$ cat src/design/atrf_pkg.sv
/*
  package for the conversion trigger and result format block: register
  offsets, field positions, reset values and trigger codes.
  assumes nothing beyond a SystemVerilog compiler.
*/
package atrf_pkg;

  // register offsets on the plain register port
  localparam logic [1:0] OFF_TRIG_CTRL = 2'h0;
  localparam logic [1:0] OFF_RES_HIGH = 2'h1;
  localparam logic [1:0] OFF_RES_LOW = 2'h2;
  localparam logic [1:0] OFF_FORMAT = 2'h3;

  // field positions
  localparam int TRIG_SEL_LSB = 4;
  localparam int TRIG_SEL_MSB = 6;
  localparam int JUSTIFY_BIT = 7;

  // reset values
  localparam logic [2:0] TRIG_SEL_RESET = 3'h0;
  localparam logic JUSTIFY_RESET = 1'b0;

  // trigger source codes
  typedef enum logic [2:0] {
    TRIG_NONE = 3'b000,
    TRIG_RSV1 = 3'b001,
    TRIG_RSV2 = 3'b010,
    TRIG_TIMER_ZERO = 3'b011,
    TRIG_TIMER_ONE = 3'b100,
    TRIG_TIMER_TWO = 3'b101,
    TRIG_CMP_ONE = 3'b110,
    TRIG_CMP_TWO = 3'b111
  } atrf_trig_type;

endpackage

$ cat src/design/atrf_src_if.sv
/*
  interface carrying the trigger sources and the selected code between
  the top and the trigger selector.
  assumes all signals are on clk_i.
*/
`timescale 1ns/1ns
interface atrf_src_if;
  logic [4:0] src;
  atrf_pkg::atrf_trig_type sel;
  logic start;
  modport top (output src, output sel, input start);
  modport sel_side (input src, input sel, output start);
endinterface

$ cat src/design/atrf_top.sv
/*
  conversion trigger control and result formatting block.
  assumes a plain register port on clk_i, a converter core giving a
  10-bit result with a one-cycle valid strobe, and timer events as
  one-cycle pulses on clk_i; comparator outputs arrive from pins.
*/
// The address map and strobed register access were left to the implementer.
// Behaviour
// - conversion starts only on a rising edge of the chosen source
// - timer events used as triggers still set their own flags
// - control bit 7 and bits 3:0 read as zero
// - left format: high byte holds result bits 9:2
// - left format: low byte bits 7:6 hold result bits 1:0
// - right format: high byte bits 1:0 hold result bits 9:8
// - right format: low byte holds result bits 7:0
// - trigger field resets to zero; result bytes keep value, are r/w
`timescale 1ns/1ns
module atrf_top (
  // clock and reset
  input wire logic clk_i,
  input wire logic rst_i,
  // register port
  input wire logic [1:0] addr_i,
  input wire logic [7:0] wdata_i,
  input wire logic wr_i,
  input wire logic rd_i,
  output logic [7:0] rdata_o,
  // trigger sources
  input wire logic timer_zero_ovf_i,
  input wire logic timer_one_ovf_i,
  input wire logic timer_two_period_i,
  input wire logic comparator_one_synced_out_i,
  input wire logic comparator_two_synced_out_i,
  // timer interrupt flags, the timer events registered one cycle later
  output logic timer_zero_flag_o,
  output logic timer_one_flag_o,
  output logic timer_two_flag_o,
  // converter core
  input wire logic [9:0] conversion_result_i,
  input wire logic result_valid_i,
  output logic start_conv_o
);

  atrf_src_if sif ();

  logic [2:0] trig_q;
  logic [2:0] trig_d;
  logic just_q;
  logic just_d;
  logic [7:0] hi_q;
  logic [7:0] hi_d;
  logic [7:0] lo_q;
  logic [7:0] lo_d;
  logic [7:0] rdata_q;
  logic [7:0] rdata_d;
  logic [2:0] flag_q;
  logic [2:0] flag_d;
  logic start_q;
  logic [1:0] c1_sync_q;
  logic [1:0] c2_sync_q;

  // packs the result per justify bit; unused bits are left zero
  function automatic logic [15:0] pack(input logic j, input logic [9:0] r);
    logic [15:0] v;
    v = 16'h0000;
    if (j)
    begin
      v[9:0] = r;
    end
    else
    begin
      v[15:6] = r;
    end
    return v;
  endfunction

  // comparators come from pins: two flops before use
  always_ff @(posedge clk_i or posedge rst_i)
  begin
    if (rst_i)
    begin
      c1_sync_q <= 2'h0;
      c2_sync_q <= 2'h0;
    end
    else
    begin
      c1_sync_q <= {c1_sync_q[0], comparator_one_synced_out_i};
      c2_sync_q <= {c2_sync_q[0], comparator_two_synced_out_i};
    end
  end

  // source bundle to the selector
  assign sif.src = {c2_sync_q[1], c1_sync_q[1], timer_two_period_i,
                    timer_one_ovf_i, timer_zero_ovf_i};
  assign sif.sel = atrf_pkg::atrf_trig_type'(trig_q);

  atrf_trig_sel u_sel (
    .clk_i(clk_i),
    .rst_i(rst_i),
    .sif(sif)
  );

  // register file next state; a bus write to a result byte wins over a
  // result landing in the same cycle, since software asked last
  always_comb
  begin
    logic [15:0] p;
    p = pack(just_q, conversion_result_i);
    trig_d = trig_q;
    just_d = just_q;
    hi_d = hi_q;
    lo_d = lo_q;
    if (result_valid_i)
    begin
      hi_d = p[15:8];
      lo_d = p[7:0];
    end
    if (wr_i)
    begin
      case (addr_i)
        atrf_pkg::OFF_TRIG_CTRL:
          trig_d = wdata_i[atrf_pkg::TRIG_SEL_MSB:atrf_pkg::TRIG_SEL_LSB];
        atrf_pkg::OFF_RES_HIGH: hi_d = wdata_i;
        atrf_pkg::OFF_RES_LOW: lo_d = wdata_i;
        atrf_pkg::OFF_FORMAT: just_d = wdata_i[atrf_pkg::JUSTIFY_BIT];
        default: trig_d = trig_q;
      endcase
    end
    rdata_d = 8'h00;
    if (rd_i)
    begin
      case (addr_i)
        atrf_pkg::OFF_TRIG_CTRL:
          rdata_d = {1'b0, trig_q, 4'h0};
        atrf_pkg::OFF_RES_HIGH: rdata_d = hi_q;
        atrf_pkg::OFF_RES_LOW: rdata_d = lo_q;
        atrf_pkg::OFF_FORMAT: rdata_d = {just_q, 7'h00};
        default: rdata_d = 8'h00;
      endcase
    end
    // timer events always raise their flags, trigger use or not
    flag_d = {timer_two_period_i, timer_one_ovf_i, timer_zero_ovf_i};
  end

  // control state cleared on reset
  always_ff @(posedge clk_i or posedge rst_i)
  begin
    if (rst_i)
    begin
      trig_q <= atrf_pkg::TRIG_SEL_RESET;
      just_q <= atrf_pkg::JUSTIFY_RESET;
      rdata_q <= 8'h00;
      flag_q <= 3'h0;
      start_q <= 1'b0;
    end
    else
    begin
      trig_q <= trig_d;
      just_q <= just_d;
      rdata_q <= rdata_d;
      flag_q <= flag_d;
      start_q <= sif.start;
    end
  end

  // result bytes have no reset: they keep contents through reset
  always_ff @(posedge clk_i)
  begin
    hi_q <= hi_d;
    lo_q <= lo_d;
  end

  assign rdata_o = rdata_q;
  assign start_conv_o = start_q;
  assign timer_zero_flag_o = flag_q[0];
  assign timer_one_flag_o = flag_q[1];
  assign timer_two_flag_o = flag_q[2];

  // control register: unimplemented bits, field writes and read back
  AST_CTRL_ZERO: assert property (
    @(posedge clk_i) disable iff (rst_i)
    rd_i && addr_i == atrf_pkg::OFF_TRIG_CTRL
    |=> rdata_o[7] == 1'b0 && rdata_o[3:0] == 4'h0)
    else $error("unimplemented control bits not zero");

  AST_TRIG_WRITE: assert property (
    @(posedge clk_i) disable iff (rst_i)
    wr_i && addr_i == atrf_pkg::OFF_TRIG_CTRL
    |=> trig_q == $past(wdata_i[6:4]))
    else $error("trigger field not written");

  AST_CTRL_READ: assert property (
    @(posedge clk_i) disable iff (rst_i)
    rd_i && addr_i == atrf_pkg::OFF_TRIG_CTRL
    |=> rdata_o[6:4] == $past(trig_q))
    else $error("trigger field read back wrong");

  AST_SEL_HELD: assert property (
    @(posedge clk_i) disable iff (rst_i)
    !(wr_i && addr_i == atrf_pkg::OFF_TRIG_CTRL)
    |=> trig_q == $past(trig_q))
    else $error("trigger field changed without write");

  AST_JUSTIFY_WRITE: assert property (
    @(posedge clk_i) disable iff (rst_i)
    wr_i && addr_i == atrf_pkg::OFF_FORMAT
    |=> just_q == $past(wdata_i[atrf_pkg::JUSTIFY_BIT]))
    else $error("justify bit not written");

  // result placement is fixed by the justify bit at capture time
  AST_LEFT_HIGH: assert property (
    @(posedge clk_i) disable iff (rst_i)
    result_valid_i && !just_q && !wr_i
    |=> hi_q == $past(conversion_result_i[9:2]))
    else $error("left high byte wrong");

  AST_LEFT_LOW: assert property (
    @(posedge clk_i) disable iff (rst_i)
    result_valid_i && !just_q && !wr_i
    |=> lo_q[7:6] == $past(conversion_result_i[1:0]))
    else $error("left low byte wrong");

  // unused bits in either format are packed as zero so software sees no stale data
  AST_LEFT_LOW_PAD: assert property (
    @(posedge clk_i) disable iff (rst_i)
    result_valid_i && !just_q && !wr_i
    |=> lo_q[5:0] == 6'h00)
    else $error("left low byte padding not zero");

  AST_RIGHT_HIGH: assert property (
    @(posedge clk_i) disable iff (rst_i)
    result_valid_i && just_q && !wr_i
    |=> hi_q[1:0] == $past(conversion_result_i[9:8]))
    else $error("right high byte wrong");

  AST_RIGHT_HIGH_PAD: assert property (
    @(posedge clk_i) disable iff (rst_i)
    result_valid_i && just_q && !wr_i
    |=> hi_q[7:2] == 6'h00)
    else $error("right high byte padding not zero");

  AST_RIGHT_LOW: assert property (
    @(posedge clk_i) disable iff (rst_i)
    result_valid_i && just_q && !wr_i
    |=> lo_q == $past(conversion_result_i[7:0]))
    else $error("right low byte wrong");

  // result bytes behave as plain storage on the bus; a write beats a
  // result landing in the same cycle
  AST_HIGH_WRITE: assert property (
    @(posedge clk_i) disable iff (rst_i)
    wr_i && addr_i == atrf_pkg::OFF_RES_HIGH
    |=> hi_q == $past(wdata_i))
    else $error("high byte not written");

  AST_LOW_WRITE: assert property (
    @(posedge clk_i) disable iff (rst_i)
    wr_i && addr_i == atrf_pkg::OFF_RES_LOW
    |=> lo_q == $past(wdata_i))
    else $error("low byte not written");

  AST_HIGH_READ: assert property (
    @(posedge clk_i) disable iff (rst_i)
    rd_i && addr_i == atrf_pkg::OFF_RES_HIGH
    |=> rdata_o == $past(hi_q))
    else $error("high byte read back wrong");

  AST_LOW_READ: assert property (
    @(posedge clk_i) disable iff (rst_i)
    rd_i && addr_i == atrf_pkg::OFF_RES_LOW
    |=> rdata_o == $past(lo_q))
    else $error("low byte read back wrong");

  AST_RESET_SEL: assert property (
    @(posedge clk_i)
    $fell(rst_i) |-> trig_q == 3'h0)
    else $error("trigger field not cleared");

  // timer events keep raising their flags whatever the selection
  AST_FLAG_ZERO: assert property (
    @(posedge clk_i) disable iff (rst_i)
    timer_zero_ovf_i |=> timer_zero_flag_o)
    else $error("timer zero flag lost");

  AST_FLAG_KEPT: assert property (
    @(posedge clk_i) disable iff (rst_i)
    timer_one_ovf_i |=> timer_one_flag_o)
    else $error("timer flag lost");

  AST_FLAG_TWO: assert property (
    @(posedge clk_i) disable iff (rst_i)
    timer_two_period_i |=> timer_two_flag_o)
    else $error("timer two flag lost");

  // start pulse: selector and top register add two cycles, so the code
  // that caused it is the one held two edges earlier
  AST_START_DELAY: assert property (
    @(posedge clk_i) disable iff (rst_i)
    start_conv_o |-> $past(trig_q, 2) >= 3'h3)
    else $error("start under a code with no source");

  AST_START_SINGLE: assert property (
    @(posedge clk_i) disable iff (rst_i)
    start_conv_o |=> !start_conv_o)
    else $error("start longer than one cycle");

endmodule

$ cat src/design/atrf_trig_sel.sv
/*
  trigger selector: picks one source by code and pulses start on its
  rising edge.
  assumes sources are already synchronous to clk_i.
*/
`timescale 1ns/1ns
module atrf_trig_sel (
  // clock and reset
  input wire logic clk_i,
  input wire logic rst_i,
  // sources and selection
  atrf_src_if.sel_side sif
);

  logic lvl;
  logic prev_q;
  logic prev_d;
  logic start_q;
  logic start_d;

  // reserved codes and none select a constant low level
  always_comb
  begin
    case (sif.sel)
      atrf_pkg::TRIG_TIMER_ZERO: lvl = sif.src[0];
      atrf_pkg::TRIG_TIMER_ONE: lvl = sif.src[1];
      atrf_pkg::TRIG_TIMER_TWO: lvl = sif.src[2];
      atrf_pkg::TRIG_CMP_ONE: lvl = sif.src[3];
      atrf_pkg::TRIG_CMP_TWO: lvl = sif.src[4];
      default: lvl = 1'b0;
    endcase
    prev_d = lvl;
    start_d = lvl & ~prev_q;
  end

  // registers
  always_ff @(posedge clk_i or posedge rst_i)
  begin
    if (rst_i)
    begin
      prev_q <= 1'b0;
      start_q <= 1'b0;
    end
    else
    begin
      prev_q <= prev_d;
      start_q <= start_d;
    end
  end

  assign sif.start = start_q;

  // start only after a low-to-high step on the selected source
  AST_EDGE_ONLY: assert property (
    @(posedge clk_i) disable iff (rst_i)
    start_q |-> !$past(prev_q) && $past(lvl))
    else $error("start without rising edge");

  // a held code that picks no source must never start anything
  AST_RSV_QUIET: assert property (
    @(posedge clk_i) disable iff (rst_i)
    (sif.sel == atrf_pkg::TRIG_RSV1 || sif.sel == atrf_pkg::TRIG_RSV2
     || sif.sel == atrf_pkg::TRIG_NONE) ##1 $stable(sif.sel)
     |-> !start_q)
    else $error("start under reserved code");

endmodule

$ cat config.mk
export PLATFORM = sky130hd
export DESIGN_NAME = atrf_top
export DESIGN_NICKNAME = d
export VERILOG_FILES = /design/src/design/atrf_pkg.sv /design/src/design/atrf_src_if.sv /design/src/design/atrf_top.sv /design/src/design/atrf_trig_sel.sv
export SDC_FILE = /design/constraint.sdc
export NUM_CORES = 1
export LEC_CHECK = 0
export ABC_AREA = 1
export BUFFER_PORTS_ARGS = -buffer_cell sky130_fd_sc_hd__buf_4
export CORE_MARGIN = 2
export CORE_UTILIZATION = 52
export DETAILED_ROUTE_END_ITERATION = 8
export PLACE_DENSITY = 0.78
export SLEW_MARGIN = 20
export SYNTH_ARGS = -nofsm -noshare
export SYNTH_HDL_FRONTEND = slang
export SYNTH_SLANG_ARGS = --single-unit
$ cat constraint.sdc
create_clock -name clk_i -period 1.3 [get_ports clk_i]
set_input_delay 0.26 -clock clk_i [delete_from_list [all_inputs] [get_ports clk_i]]
set_output_delay 0.26 -clock clk_i [all_outputs]
set_load 0.1 [all_outputs]
==> flow_summary_export.csv <==
group,metric,value,unit
status,status,"finished clean",
min_path,hold_path.class,"in -> reg",
synth,synthArstFlopShare,57.9,%
critical_path,path_cells,"buf_4",
detailed_routing,drc,0,
sta,slew_viol_final,0,
critical_path,crit_cells,1,
power_and_ir_drop,peakVddDrop,0.746,mV
critical_path,critPathBufInv,1,
synth,synth_top_area_share,33.2,%
cts,cts_root_buffer,"clkbuf_4",
critical_path,reg2regPathDepth,5,
cts,clk_pin_slew,110,ps
finish,syn2layout_area_growth,26.6,%
finish,nNetsFinal,293,
placement,placement.io_buffers,41,
synth,synth_top_family_by_area,"compound AO/OA/AOI/OAI gates",
cts,cts_tree,"done",
critical_path,crit_family,"flip-flops",
synth,syn_nets,243,
synth,ys.flop_type,"dfrtp_1",
floorplan,die_area,3660,um2
power_and_ir_drop,powerDensity,1260,nW/um2
synth,synthXorXnorAreaFrac,0,%
grt,grtUsageTotal,20.0,%
cts,numCtsBuffers,5,
grt,grt_pass1_wl,5220,um
placement,post-place-cells,297,
power_and_ir_drop,leakage,0.00118,uW
critical_path,worstSetupStartpoint,"rdata_o[7]",
synth,synth.most_common_cell,"inv_1",
grt,gr-total-overflow,0,
critical_path,cp_slowest_cell,"dfrtp_1",
min_path,min_from,"timer_two_period_i",
detailed_routing,vias_per_cell,4.64,
grt,grt_max_degree,23,
cts,clock_path_buffers,2,
sta,grt_setup_unrepaired,"no",
run,drv_cap,0,
detailed_routing,wire_per_inst,10.6,um
synth,synth-edff-count,0,
placement,gp_congestion,0.826,
critical_path,crit_path_max_fanout,1,
sta,fin_worst_skew,1.56,ps
synth,ys_top_cells_by_area,"dfrtp_1 (33%), dfxtp_1 (19%), inv_1 (13%)",
floorplan,core,3050,um2
finish,drive_above_1_share,22.7,%
placement,dpl.hpwl,2490,um
finish,fin_cells,308,
floorplan,die_width,60.5,um
detailed_routing,vias,1429,
sta,worstMarginPinSlew,262,ps
sta,fmax,815,MHz
sta,min_period,1230,ps
synth,muxShareOfSynthArea,0,%
sta,min_period_over_period,94.4,%
sta,finalSetupViolCount,0,
floorplan,fp-row-count,20,
synth,synth_top_cells_by_count,"inv_1 (59), nand2_1 (30), o21ai_0 (26)",
finish,fill_cells,262,
grt,grt_pass1_vias,1188,
synth,synthCells,213,
critical_path,criticalPathCategory,"reg -> out",
synth,synth-compound-area-share,17.1,%
synth,synthAdderAreaFrac,0,%
critical_path,worstPathArrival,970,ps
synth,synth_area,1660,um2
min_path,hold-path-cell-count,1,
critical_path,r2r-start,"just_q",
detailed_routing,ant_nets,0,
cts,htree_levels,2,
sta,setup_tns,0,ps
critical_path,critPathCaptureType,"output pin",
detailed_routing,wirelength,3260,um
floorplan,die_h,60.5,um
synth,synth_cell_type_count,17,
cts,clk_latency,340,ps
critical_path,slowest_delay,340,ps
floorplan,start_util,54.3,%
grt,antenna_found_initial,0,
synth,synth_largest_area_cell,"dfrtp_1",
cts,cts.sinks,38,
sta,slew_headroom,82.5,%
finish,n_antenna_cell,0,
sta,hold_viol_final,0,
synth,yosysSeqAreaShare,52.5,%
synth,syn_avg_cell_area,7.78,um2
synth,ys_seq_elements,38,
synth,yosysWarnings,0,
critical_path,required,1040,ps
synth,synth-simple-area-share,15.3,%
detailed_routing,drt_pre_antenna_iters,5,
critical_path,start_kind,"flop",
detailed_routing,dr.first_iter.drc_count,51,
floorplan,pin_count,42,
state kept, by name, indices dropped and copies added, names as in the netlist:
signal and count:
c1_sync_q 2, c2_sync_q 2, flag_q 3, hi_q 8, just_q 1, lo_q 8, rdata_o 8, sif.sel 3
start_conv_o 1, u_sel.prev_q 1, u_sel.sif.start 1
metal layers:
layer  part of all wire (%)  global-route usage, %  routed length, um
met1                     46                   27.0               1490
met2                     43                   29.3               1410
met3                    8.6                   6.61                280
met4                    2.1                   9.32                 68
met5                      0                      0                  0
metrics by stage:
stage / hold WS [ps] / util, % / power [uW] / cell area [um2] / setup slack (ps)
after global routing: 2.22 / 68.8 / 2790 / 2100 / 15.4
final: 22.6 / 68.8 / 2640 / 2100 / 73.4
after CTS: 8.49 / 68.0 / 2640 / 2080 / 57.7
after floorplan: 249 / - / 1870 / 1660 / 157
after detailed placement: 312 / 66.0 / 2070 / 2020 / 86.9
after global placement: 309 / 66.0 / 2060 / 2020 / 145
logic make-up (layout without fill, tap and decap cells):
kind of cell | Yosys count | in the layout
buf+inv | 64 | 115
compound gates | 51 | 51
flops | 38 | 38
simple gates | 60 | 60
layout by cell type (no fill, tap or decap), types with 7 or more instances in the layout:
cell type   n
dfrtp_1    22
nand2_1    29
o22ai_1    16
dfxtp_1    16
buf_4      43
inv_1      59
nor2_1     20
o21ai_0    26
a21oi_1     7
layout make-up:
cell class              count  area (um2)  area share [%]
flip-flops and latches     38         871            41.5
multi-input cells         111         539            25.7
repair buffers             46         353            16.8
inverters                  61         230            11.0
well taps                  44        55.1            2.62
clock buffers               6        41.3            1.97
clock inverters             2        10.0           0.477
final timing paths:
| kind | endpoint | slack, ps |
|---|---|---|
| setup / recovery | rdata_o[7] | 70 |
| hold / removal | flag_q[2] | 20 |
| setup reg to reg | hi_q[6] | 190 |
| hold reg to reg | c1_sync_q[1] | 360 |
| max in group asynchronous | sif.sel[1] | 600 |
| min in group asynchronous | rdata_o[6] | 500 |
where the power goes:
part	leakage [uW]	internal (uW)	switching, uW	total (uW)
registers	0.000414	1310	68.3	1380
logic	0.000735	218	458	676
clock network	0.0000320	206	374	580
what timing repair did:
action / 4_1_cts / 5_1_grt
setup endpoints to repair: 0 / 1
setup buffers: 0 / 0
endpoints found under the hold margin: 22 / 2
resized for setup: 0 / 1
hold buffers: 1 / 2
Note: power is estimated with default switching activity, not from simulation.
